## src/rtl/tmpow_pkg.sv

```systemverilog
// Constants, register layout and carrier types for the one-shot timer with pin routing and wake-up.
// Assumes a single 100 MHz clock and an APB master with 32-bit data.
package tmpow_pkg;
   // Register byte addresses
   localparam logic [7:0] ADDR_COUNT = 8'h00;
   localparam logic [7:0] ADDR_COMPARE = 8'h04;
   localparam logic [7:0] ADDR_PCTRL = 8'h08;
   localparam logic [7:0] ADDR_SCTRL = 8'h0c;
   localparam logic [7:0] ADDR_IRQFL = 8'h10;
   localparam logic [7:0] ADDR_WAKEFL = 8'h14;
   localparam logic [7:0] ADDR_LPWAKE = 8'h18;

   // Primary control fields
   localparam int PC_MODE_LSB = 0;
   localparam int PC_EN_BIT = 4;
   localparam int PC_POL_BIT = 5;
   localparam int PC_PRES_LSB = 16;
   // Secondary control fields
   localparam int SC_OUTEN_BIT = 0;
   localparam int SC_INVEN_BIT = 1;
   localparam int SC_IRQEN_BIT = 2;
   localparam int SC_WAKEEN_BIT = 3;
   localparam int SC_CLKEN_BIT = 4;
   localparam int SC_CLKRDY_BIT = 5;
   localparam int SC_PININ_BIT = 6;
   // Flag fields
   localparam int FL_FLAG_BIT = 0;
   localparam int LP_ENABLE_BIT = 1;

   // Mode encodings
   localparam int MODE_W = 4;
   localparam logic [3:0] MODE_ONESHOT = 4'h0;
   localparam logic [3:0] MODE_CONTINUOUS = 4'h1;
   localparam logic [3:0] MODE_COUNTER = 4'h2;
   localparam logic [3:0] MODE_PWM = 4'h3;
   localparam logic [3:0] MODE_CAPTURE = 4'h4;
   localparam logic [3:0] MODE_COMPARE = 4'h5;
   localparam logic [3:0] MODE_GATED = 4'h6;
   localparam logic [3:0] MODE_CAPCMP = 4'h7;
   localparam logic [3:0] MODE_DUALEDGE = 4'h8;
   localparam logic [3:0] MODE_INACTGATED = 4'he;

   // Prescaler: field holds divide ratio minus one, so 1..4096
   localparam int PRES_W = 12;
   localparam logic [11:0] PRES_RESET = 12'h000;

   // Count values
   localparam logic [31:0] COUNT_RESET = 32'h00000000;
   localparam logic [31:0] COUNT_RELOAD = 32'h00000001;
   localparam logic [31:0] COMPARE_RESET = 32'hffffffff;

   // Instance kinds
   localparam logic [1:0] KIND_FULL_COMP = 2'h0;
   localparam logic [1:0] KIND_FULL = 2'h1;
   localparam logic [1:0] KIND_LOWPOWER = 2'h2;

   typedef struct packed {
      logic psel;
      logic penable;
      logic pwrite;
      logic [7:0] paddr;
      logic [31:0] pwdata;
   } tmpow_apb_req_t;

   typedef struct packed {
      logic [31:0] prdata;
      logic pready;
      logic pslverr;
   } tmpow_apb_rsp_t;

   typedef struct packed {
      logic pinASignal;
      logic pinAOe;
      logic pinAInvertedSignal;
      logic pinAInvertedOe;
      logic pinBSignal;
      logic pinBOe;
      logic pinBInvertedSignal;
      logic pinBInvertedOe;
   } tmpow_pin_out_t;

   typedef struct packed {
      logic pinASignal;
      logic pinBSignal;
   } tmpow_pin_in_t;
endpackage : tmpow_pkg

```

## src/rtl/tmpow_prescaler.sv

```systemverilog
// Prescaler that turns the timer clock into a one-cycle counter-clock enable.
// Assumes the divide field only changes while the timer is disabled.
`timescale 1ns/10ps
module tmpow_prescaler
   import tmpow_pkg::*;
(
   // Clock and reset
   input wire logic clk,
   input wire logic reset,
   // Control
   input wire logic enable,
   input wire logic [PRES_W-1:0] divideMinusOne,
   // Counter clock enable
   output logic tick
);
   typedef struct packed {
      logic [PRES_W-1:0] count;
      logic tick;
   } tmpow_pres_state_t;

   tmpow_pres_state_t state;
   tmpow_pres_state_t next_state;

   always_comb begin
      next_state = state;
      next_state.tick = 1'b0;
      if (!enable) begin
         next_state.count = '0;
      // A divide field lowered below the running count must not stall ticks until the count wraps
      end else if (state.count >= divideMinusOne) begin
         next_state.count = '0;
         next_state.tick = 1'b1;
      end else begin
         next_state.count = state.count + 12'h001;
      end
   end

   always_ff @(posedge clk) begin
      if (reset) begin
         state <= '0;
      end else begin
         state <= next_state;
      end
   end

   assign tick = state.tick;
endmodule : tmpow_prescaler

```

## src/rtl/tmpow_timer.sv

```systemverilog
// TimerA of one timer instance: APB registers, one-shot counting, pin direction and wake-up.
// Assumes one synchronous clock and pins already synchronised by the pad logic.
// Operation
// - Mode field codes: one-shot 0 ... dual-edge 8, inactive-gated 14; others reserved.
// - Modes 0, 1, 3, 5 use the timer pin as an output.
// - Modes 2, 4, 6, 7, 8, 14 use the timer pin as an input.
// - Only the first two full timers have complementary outputs.
// - Low-power instance has TimerA only, routed through its B-side pin.
// - Low-power timer keeps counting while system clock stops; wake re-enables it.
// - Wake-up events issue only when the wake enable bit is set.
// - A readable wake flag tells whether this timer caused the wake-up.
// - Any low-power event sets interrupt flag and low-power wake status bit.
// - One-shot counts up to compare then disables itself.
// - Period ends on the counter tick after count equals compare.
// - End of one-shot loads count with one and clears enable.
// - Output goes active for exactly one counter clock at period end.
// - End of one-shot sets the interrupt flag.
// - Period equals compare minus initial count plus one counter clocks.
// - Reset clears count to zero; reloads set it to one.
// - Software may write an initial count that affects only the first period.
// - Counter clock is source clock divided by a prescaler from 1 to 4096.
//
// Local design decisions: the register offsets and register access over APB.
`timescale 1ns/10ps
module tmpow_timer
   import tmpow_pkg::*;
#(
   parameter logic [1:0] INSTANCE_KIND = KIND_FULL_COMP
)
(
   // Clock and reset
   input wire logic clk,
   input wire logic reset,
   // APB slave
   input wire tmpow_apb_req_t apbReq,
   output tmpow_apb_rsp_t apbRsp,
   // Timer pins
   input wire tmpow_pin_in_t pinIn,
   output tmpow_pin_out_t pinOut,
   // Clock control
   input wire logic sysClockStopped,
   output logic wakeClockRequest
);
   localparam logic IS_LP = (INSTANCE_KIND == KIND_LOWPOWER);
   localparam logic HAS_COMP = (INSTANCE_KIND == KIND_FULL_COMP);

   typedef struct packed {
      logic [31:0] count;
      logic [31:0] compare;
      logic [MODE_W-1:0] mode;
      logic en;
      logic pol;
      logic [PRES_W-1:0] pres;
      logic outEnable;
      logic invOutEnable;
      logic irqEnable;
      logic wakeEnable;
      logic clkEnable;
      logic clkReady;
      logic pinInput;
      logic irqFlag;
      logic wakeFlag;
      logic lpWakeStatus;
      logic lpWakeEnable;
      logic pulse;
      logic timerOut;
      logic [31:0] prdata;
   } tmpow_state_t;

   tmpow_state_t state;
   tmpow_state_t next_state;
   logic tick;
   logic mapped;
   logic setupPhase;
   logic writeAccess;
   logic outputMode;
   logic inputMode;
   logic running;
   logic periodEnd;
   logic [31:0] readValue;
   logic [7:0] addr;

   tmpow_prescaler prescaler (
      .clk(clk),
      .reset(reset),
      .enable(state.clkEnable),
      .divideMinusOne(state.pres),
      .tick(tick)
   );

   assign addr = apbReq.paddr;
   assign mapped = (addr == ADDR_COUNT) || (addr == ADDR_COMPARE) || (addr == ADDR_PCTRL) ||
                   (addr == ADDR_SCTRL) || (addr == ADDR_IRQFL) || (addr == ADDR_WAKEFL) ||
                   (addr == ADDR_LPWAKE);
   assign setupPhase = apbReq.psel && !apbReq.penable;
   assign writeAccess = apbReq.psel && apbReq.penable && apbReq.pwrite && mapped;

   // Pin direction by mode; reserved codes leave the pin undriven and ignored
   always_comb begin
      outputMode = 1'b0;
      inputMode = 1'b0;
      unique case (state.mode)
         MODE_ONESHOT, MODE_CONTINUOUS, MODE_PWM, MODE_COMPARE: outputMode = 1'b1;
         MODE_COUNTER, MODE_CAPTURE, MODE_GATED, MODE_CAPCMP, MODE_DUALEDGE,
         MODE_INACTGATED: inputMode = 1'b1;
         default: begin
            outputMode = 1'b0;
            inputMode = 1'b0;
         end
      endcase
   end

   // Counting never looks at the system clock state, so a low-power instance runs on while it is stopped
   assign running = state.en && state.clkReady && (state.mode == MODE_ONESHOT);
   assign periodEnd = tick && running && (state.count == state.compare);

   always_comb begin
      readValue = 32'h00000000;
      unique case (addr)
         ADDR_COUNT: readValue = state.count;
         ADDR_COMPARE: readValue = state.compare;
         ADDR_PCTRL: begin
            readValue[PC_MODE_LSB +: MODE_W] = state.mode;
            readValue[PC_EN_BIT] = state.en;
            readValue[PC_POL_BIT] = state.pol;
            readValue[PC_PRES_LSB +: PRES_W] = state.pres;
         end
         ADDR_SCTRL: begin
            readValue[SC_OUTEN_BIT] = state.outEnable;
            readValue[SC_INVEN_BIT] = state.invOutEnable;
            readValue[SC_IRQEN_BIT] = state.irqEnable;
            readValue[SC_WAKEEN_BIT] = state.wakeEnable;
            readValue[SC_CLKEN_BIT] = state.clkEnable;
            readValue[SC_CLKRDY_BIT] = state.clkReady;
            readValue[SC_PININ_BIT] = state.pinInput;
         end
         ADDR_IRQFL: readValue[FL_FLAG_BIT] = state.irqFlag;
         ADDR_WAKEFL: readValue[FL_FLAG_BIT] = state.wakeFlag;
         ADDR_LPWAKE: begin
            readValue[FL_FLAG_BIT] = state.lpWakeStatus;
            readValue[LP_ENABLE_BIT] = state.lpWakeEnable;
         end
         default: readValue = 32'h00000000;
      endcase
   end

   always_comb begin
      logic clearIrq;
      logic clearWake;
      logic clearLp;
      clearIrq = 1'b0;
      clearWake = 1'b0;
      clearLp = 1'b0;
      next_state = state;
      if (setupPhase) begin
         next_state.prdata = readValue;
      end
      if (writeAccess) begin
         unique case (addr)
            ADDR_COUNT: next_state.count = apbReq.pwdata;
            ADDR_COMPARE: next_state.compare = apbReq.pwdata;
            ADDR_PCTRL: begin
               next_state.mode = apbReq.pwdata[PC_MODE_LSB +: MODE_W];
               next_state.en = apbReq.pwdata[PC_EN_BIT];
               next_state.pol = apbReq.pwdata[PC_POL_BIT];
               next_state.pres = apbReq.pwdata[PC_PRES_LSB +: PRES_W];
            end
            ADDR_SCTRL: begin
               next_state.outEnable = apbReq.pwdata[SC_OUTEN_BIT];
               next_state.invOutEnable = apbReq.pwdata[SC_INVEN_BIT];
               next_state.irqEnable = apbReq.pwdata[SC_IRQEN_BIT];
               next_state.wakeEnable = apbReq.pwdata[SC_WAKEEN_BIT];
               next_state.clkEnable = apbReq.pwdata[SC_CLKEN_BIT];
            end
            ADDR_IRQFL: clearIrq = apbReq.pwdata[FL_FLAG_BIT];
            ADDR_WAKEFL: clearWake = apbReq.pwdata[FL_FLAG_BIT];
            ADDR_LPWAKE: begin
               clearLp = apbReq.pwdata[FL_FLAG_BIT];
               next_state.lpWakeEnable = apbReq.pwdata[LP_ENABLE_BIT];
            end
            default: next_state.prdata = state.prdata;
         endcase
      end
      // Ready follows the enable one cycle late, standing in for the source-clock handshake
      next_state.clkReady = state.clkEnable;
      next_state.pinInput = inputMode && (IS_LP ? pinIn.pinBSignal : pinIn.pinASignal);
      // Flags: an event in the clearing cycle wins over the clear
      next_state.irqFlag = (state.irqFlag && !clearIrq) || periodEnd;
      next_state.wakeFlag = (state.wakeFlag && !clearWake) || (periodEnd && state.wakeEnable);
      next_state.lpWakeStatus = (state.lpWakeStatus && !clearLp) || (IS_LP && periodEnd);
      if (tick) begin
         next_state.pulse = 1'b0;
      end
      if (tick && running) begin
         if (periodEnd) begin
            // Hardware wins over a same-cycle software write of count or enable
            next_state.count = COUNT_RELOAD;
            next_state.en = 1'b0;
            next_state.pulse = 1'b1;
         end else begin
            next_state.count = state.count + COUNT_RELOAD;
         end
      end
      next_state.timerOut = next_state.pol ^ next_state.pulse;
   end

   always_ff @(posedge clk) begin
      if (reset) begin
         state <= '0;
         state.count <= COUNT_RESET;
         state.compare <= COMPARE_RESET;
         state.pres <= PRES_RESET;
      end else begin
         state <= next_state;
      end
   end

   // Pin drive: TimerA on pin A for full timers, on pin B for low-power ones
   always_comb begin
      logic drivePrimary;
      drivePrimary = outputMode && state.outEnable;
      pinOut = '0;
      if (IS_LP) begin
         pinOut.pinBSignal = state.timerOut;
         pinOut.pinBOe = drivePrimary;
      end else begin
         pinOut.pinASignal = state.timerOut;
         pinOut.pinAOe = drivePrimary;
         // TimerB is not counted here; its pin idles at the inactive level
         pinOut.pinBSignal = state.pol;
         pinOut.pinBOe = drivePrimary;
         if (HAS_COMP) begin
            pinOut.pinAInvertedSignal = ~state.timerOut;
            pinOut.pinAInvertedOe = outputMode && state.invOutEnable;
            pinOut.pinBInvertedSignal = ~state.pol;
            pinOut.pinBInvertedOe = outputMode && state.invOutEnable;
         end
      end
   end

   assign wakeClockRequest = IS_LP && sysClockStopped && state.wakeEnable && state.lpWakeEnable &&
                             state.lpWakeStatus;

   assign apbRsp.prdata = state.prdata;
   assign apbRsp.pready = 1'b1;
   assign apbRsp.pslverr = apbReq.psel && apbReq.penable && !mapped;
endmodule : tmpow_timer

```

## config.mk

```make
export PLATFORM = sky130hd
export DESIGN_NAME = tmpow_timer
export DESIGN_NICKNAME = d
export VERILOG_FILES = /design/src/rtl/tmpow_pkg.sv /design/src/rtl/tmpow_prescaler.sv /design/src/rtl/tmpow_timer.sv
export SDC_FILE = /design/constraint.sdc
export NUM_CORES = 1
export LEC_CHECK = 0
export BUFFER_PORTS_ARGS = -buffer_cell sky130_fd_sc_hd__buf_2
export CORE_ASPECT_RATIO = 2
export CORE_UTILIZATION = 50
export CTS_CLUSTER_SIZE = 30
export DETAILED_ROUTE_END_ITERATION = 12
export HOLD_SLACK_MARGIN = 0.02
export PLACE_DENSITY_LB_ADDON = 0.08
export SYNTH_ARGS = -nofsm -noshare
export SYNTH_HDL_FRONTEND = slang
export SYNTH_SLANG_ARGS = --single-unit
```

## constraint.sdc

```tcl
create_clock -name clk -period 6.1 [get_ports clk]
set_input_delay 0.305 -clock clk [delete_from_list [all_inputs] [get_ports clk]]
set_output_delay 0.305 -clock clk [all_outputs]
set_load 0.05 [all_outputs]
```

### Word level (Yosys, flattened, before mapping)

Index checks and enable logic that the tools add are counted.

| word-level totals | value |
|---|---|
| flip-flop bits (word level) | 140 |
| bits in latches | 0 |
| RAM bits | 0 |
| ROM bits | 0 |
| input bits | 48 |
| output and inout bits | 43 |
| word-level logic and storage cells | 120 |
| memories kept | 0 |

| operators by class | value |
|---|---|
| add/sub/neg operators | 2 |
| multipliers | 0 |
| divide/modulo/power cells | 0 |
| $lt $le $gt $ge | 1 |
| eq/ne operators | 17 |
| shift-type cells | 0 |
| multiplexer cells | 31 |
| bitwise logic cells | 4 |
| reduce and logical (&&, ||, !) cells | 43 |

Operators with widths:

| kind | count |
|---|---|
| 32-bit 2-to-1 mux | 7 |
| 87-bit 2-to-1 mux | 1 |
| 12-bit one-hot mux with 3 select lines | 1 |
| 32-bit by 1-bit adder with 32-bit output (second input constant) | 1 |
| 32-bit equality test | 1 |
| 8-bit by 5-bit equality test with 1-bit output (second input constant) | 3 |
| 18-bit 2-to-1 mux | 1 |
| 9-bit one-hot mux with 2 select lines | 1 |
| 4-bit by 3-bit equality test with 1-bit output (second input constant) | 4 |
| 8-bit by 4-bit equality test with 1-bit output (second input constant) | 2 |
| 1-bit logical AND | 16 |
| 4-bit one-hot mux with 4 select lines | 1 |
| 1-bit 2-to-1 mux | 14 |
| 12-bit by 1-bit adder with 12-bit output (second input constant) | 1 |
| 12-bit >= comparator | 1 |
| 2-bit AND reduction | 5 |
| 4-bit by 2-bit equality test with 1-bit output (second input constant) | 2 |
| 4-bit equality test (second input constant) | 2 |
| 8-bit by 3-bit equality test with 1-bit output (second input constant) | 1 |
| 8-bit zero test | 1 |
| 1-bit logical OR | 8 |
| 4-bit one-hot mux with 2 select lines | 1 |
| 1-bit one-hot mux with 7 select lines | 1 |
| 7-bit OR reduction | 1 |
| 14 further kinds | 21 |

### Depth between registers and ports, before layout

| logic depth | value |
|---|---|
| word-level depth | 12 |
| gate-level depth with buffers | 9 |
| depth with buffers taken out | 8 |

### Hierarchy

Synthesis repeated with hierarchy kept, for this count alone.

| unflattened totals | value |
|---|---|
| cell total of the unflattened synthesis | 928 |
| area, all modules | 7,633.6 sq um |

Modules (own cells, without submodules):

| module | times used | cells each | area an instance (sq um) |
|---|---|---|---|
| tmpow_timer | 1 | 827 | 6,725.2 |
| tmpow_prescaler | 1 | 101 | 908.4 |

### Worst setup path after synthesis

OpenSTA, ideal clock, no wires.

| path | value |
|---|---|
| kind | register -> register |
| start point | reg state[100] (netlist name) |
| end point | reg state[125] (netlist name) |
| arrival | 2.125 ns |
| data required time | 5.981 ns |
| slack | 3.855 ns |
| stages on the path, launching flop included | 9 |
| buffers on the path | 2 |
| cells stage by stage | dfxtp_1 buf_2 nand4_2 or3_1 or4_1 clkbuf_2 or3_1 a31oi_1 a21oi_1 |

| on the way | value |
|---|---|
| longest elaborated chain between the ends | 4 |
| elaborated cells on any way between the ends | 5 |
| classes of those cells | add/sub: 1; eq/ne: 1; mux: 2; reduce/logical: 1 |

Ends and longest elaborated chain:

| item | RTL line | text |
|---|---|---|
| start: declaration | tmpow_timer.sv:70 | `tmpow_state_t state;` |
| start signal: assignment | tmpow_timer.sv:214 | `state <= next_state;` |
| branches (longest 2 deep; another with 32-bit by 1-bit adder with 32-bit output) | - |  |
| 32-bit 2-to-1 mux * | tmpow_timer.sv:195 | `if (periodEnd) begin` |
| 32-bit 2-to-1 mux * | tmpow_timer.sv:194 | `if (tick && running) begin` |

Mark *: on every way between the ends.
A chain may end at the register's enable or synchronous reset.

### Worst setup path after layout

| path | value |
|---|---|
| start point | reg state[95] (netlist name) |
| end point | reg state[119] (netlist name) |

The elaborated chain is that of the path after synthesis.

==> metrics.md <==
| Metric | Value |
|---|---|
| Critical Path Fanout Max | `7` |
| Largest net degree at the start of global routing | `46` |
| Top_reg_cell synth | `dfxtp_1` |
| Leak pwr | `3.141 nW` |
| RSZ-0062 raised after global routing | `false` |
| CTS tree | `yes` |
| Final hold slack | `112.9 ps` |
| Clock Latency Late Sink | `420 ps` |
| First-pass GRT wire length | `35450 um` |
| TritonCTS Buffers | `17` |
| GR Util All Layers | `0.3038` |
| CTS Sinks | `140` |
| # diodes | `0` |
| Peak supply drop | `0.1782 mV` |
| RD Place Congestion | `0.8786` |
| Worst r2r path cells | `7` |
| Yosys warning total | `0` |
| Main combinational cell family by area after synthesis | `simple AND/OR/NAND/NOR gates` |
| Routed vias | `7048` |
| Antenna violations before repair | `0` |
| Via density | `6.050` |
| Final Setup Violations | `0` |
| CTS Hold Bufs | `0` |
| Residual DRC | `0` |
| Die Span X | `88.07 um` |
| Clk root buf | `clkbuf_16` |
| Final Non-Filler Cells | `1165` |
| Final hold vios | `0` |
| Starting density of the core | `0.5134` |
| Worst-path clk slew | `60 ps` |
| Max_slew headroom | `0.1389` |
| Net Count, Synth | `1018` |
| DR pass1 iterations | `8` |
| Critical Path End Type | `flop` |
| DRT antenna net count | `0` |
| Critical path launch point | `state[95]$_SDFFE_PP0P_` |
| Post-Synth Adder-Cell Area | `0.02500` |
| Synthesized flop and latch total | `140` |
| Synth cell types | `58` |
| Place WS | `3213 ps` |
| Tmin final | `2782 ps` |
| Synthesized area | `7408 um2` |
| Critical Path RT | `6400 ps` |
| CP Capture Point | `state[119]$_SDFFE_PP0P_` |
| Class of the worst hold path | `in -> reg` |
| Synth Instances | `956` |
| Max-slew violations | `0` |
| Design area | `8148 um2` |
| IO Port Bufs | `86` |
| Sequential cell area fraction in the yosys report | `0.3783` |
| Max-Cap Viols | `0` |
| Nets | `1024` |
| Share of synthesized flip-flops with an asynchronous set or reset | `0` |
| Max Clk Rate | `0.3595 GHz` |
| Final core utilization | `0.5647` |
| Slew @ Worst Pin | `1278 ps` |
| Placed cells | `1135` |
| Worst stage delay on the critical path | `630 ps` |
| CTS HTree Levels | `4` |
| DP Area | `7594 um2` |
| Vias in the first global route | `6884` |
| R2r setup slk | `3320 ps` |
| CTS max path bufs | `2` |
| Wirelength per Cell | `19.19 um` |
| # resized after CTS | `0` |
| Share of layout cells above drive strength 1 | `0.1429` |
| Drt initial violations | `634` |
| Final period util | `0.4561` |
| Xor and xnor area share after synthesis | `0.05675` |
| Clock Skew | `8.640 ps` |
| Worst setup SP type | `flop` |
| Area Overhead vs Synth | `9.981%` |
| Post-synthesis mux area share | `0.02229` |
| DP HPWL | `16120 um` |
| Cell Rows | `62` |
| Worst setup margin | `3318 ps` |
| GRT overflow | `0` |
| R2R Path Start | `state[95]$_SDFFE_PP0P_` |
| Critical path type | `reg -> reg` |
| Ports | `91` |
| Post-synth EDFFs | `0` |
| Die Y | `174.1 um` |
| Status | `finished, final reports clean` |
| Final Power | `2.023 mW` |
| Power Dens Cells | `248.3 nW/um2` |
| Setup Buffers After CTS | `0` |
| CP max-delay cell | `nor4_1` |
| Synth Area in Compound Gates | `0.1713` |
| Synth Area per Inst | `7.749 um2` |
| Critical path arrival | `3080 ps` |
| Setup_tns | `0 ps` |
| Core ar. | `14430 um2` |
| Full die area | `15340 um2` |
| Crit-path cells | `ha_1 > nand4_1 > nor4_1 > nor2b_1 > a22o_1 > a21oi_1 > a2111oi_0` |
| Simple-Gate Fraction of Synth Area | `0.2549` |
| Final WL | `22350 um` |
| Terminus of the critical flop-to-flop path | `state[119]$_SDFFE_PP0P_` |
-- area by class of cell --
| type | instances | area, um2 |
|---|---|---|
| sequential | 140 | 2803 |
| timing repair buffer | 97 | 513.0 |
| fill | 1408 | 6281 |
| multi-input combinational | 680 | 3940 |
| inverter | 26 | 97.59 |
| clock buffer | 17 | 425.4 |
| tap | 192 | 240.2 |
| clock inverter | 13 | 128.9 |
-- placed cells by master (no fill, tap or decap), types with 20 or more instances in the layout --
master / Yosys / layout
a21oi_1: 65 / 65
inv_1: 25 / 25
nand2_1: 148 / 148
dfxtp_1: 140 / 140
xnor2_1: 36 / 36
nor3_1: 27 / 27
nor2_1: 98 / 96
o21ai_0: 23 / 23
buf_2: 13 / 86
nand3_1: 54 / 54
nand4_1: 20 / 20
-- state kept, by name, indices dropped and copies added, names as in the netlist --
| name | cells |
|---|---|
| apbRsp | 32 |
| state | 92 |
| prescaler.tick | 1 |
| next_state | 1 |
| prescaler.state | 12 |
| pinOut | 2 |
-- metal layers --
| layer | vias to the layer above | share of wire | GRT usage |
|---|---|---|---|
| li1 | 3347 | - | - |
| met1 | 3354 | 0.39 | 0.3419 |
| met2 | 279 | 0.51 | 0.5210 |
| met3 | 68 | 0.045 | 0.05033 |
| met4 | 0 | 0.051 | 0.1835 |
| met5 | - | 0 | 0 |
-- kinds of logic (layout without fill, tap and decap cells) --
family	after synthesis	after routing
other	2	2
flip-flops	140	140
adder cells (fa/ha/maj)	15	15
AO/OA/AOI/OAI	189	189
AND/OR/NAND/NOR	410	410
multiplexers	16	16
XOR/XNOR	48	48
buffers and inverters	136	153
-- cells in the mapped netlist (12+ instances only) --
library cell,instances,area share
nand2_1,148,0.075
inv_1,25,0.013
xnor2_1,36,0.043
nor2_1,98,0.050
xor2_1,12,0.014
a222oi_1,13,0.018
buf_2,13,0.0088
clkbuf_1,57,0.029
a221oi_1,16,0.019
a22oi_1,13,0.013
ha_1,14,0.024
nand4_1,20,0.017
a21oi_1,65,0.044
mux2i_1,12,0.016
o21ai_0,23,0.016
dfxtp_1,140,0.38
nand3_1,54,0.036
and3_1,17,0.014
buf_4,38,0.039
nor3_1,27,0.018
-- worst min-delay path by stage --
stage | from | endpoint | slack, ps | depth (start not counted)
after floorplan | reset | state[39]$_SDFF_PP0_ | 390 | 1
final | apbReq[11] | state[74]$_SDFFE_PP1P_ | 110 | 3
after detailed placement | state[35]$_SDFF_PP0_ | state[35]$_SDFF_PP0_ | 470 | 1
after global routing | apbReq[11] | state[74]$_SDFFE_PP1P_ | 110 | 3
after global placement | state[50]$_SDFFE_PP0P_ | state[50]$_SDFFE_PP0P_ | 460 | 2
after CTS | apbReq[30] | state[93]$_SDFFE_PP1P_ | 100 | 3
-- critical path, delay by kind of cell (launching register included) --
kind,cells,cell delay [ps]
fa+ha+maj,1,260
flops,1,460
compound gates,3,580
simple gates,3,1350
-- power breakdown --
part	switching [mW]	internal (mW)	total, mW	leakage, nW
Clock	0.401	0.592	0.993	0.278
Sequential	0.00314	0.921	0.924	1.13
Combinational	0.0771	0.0288	0.106	1.73
No activity file was read; power rests on OpenSTA's default activity.
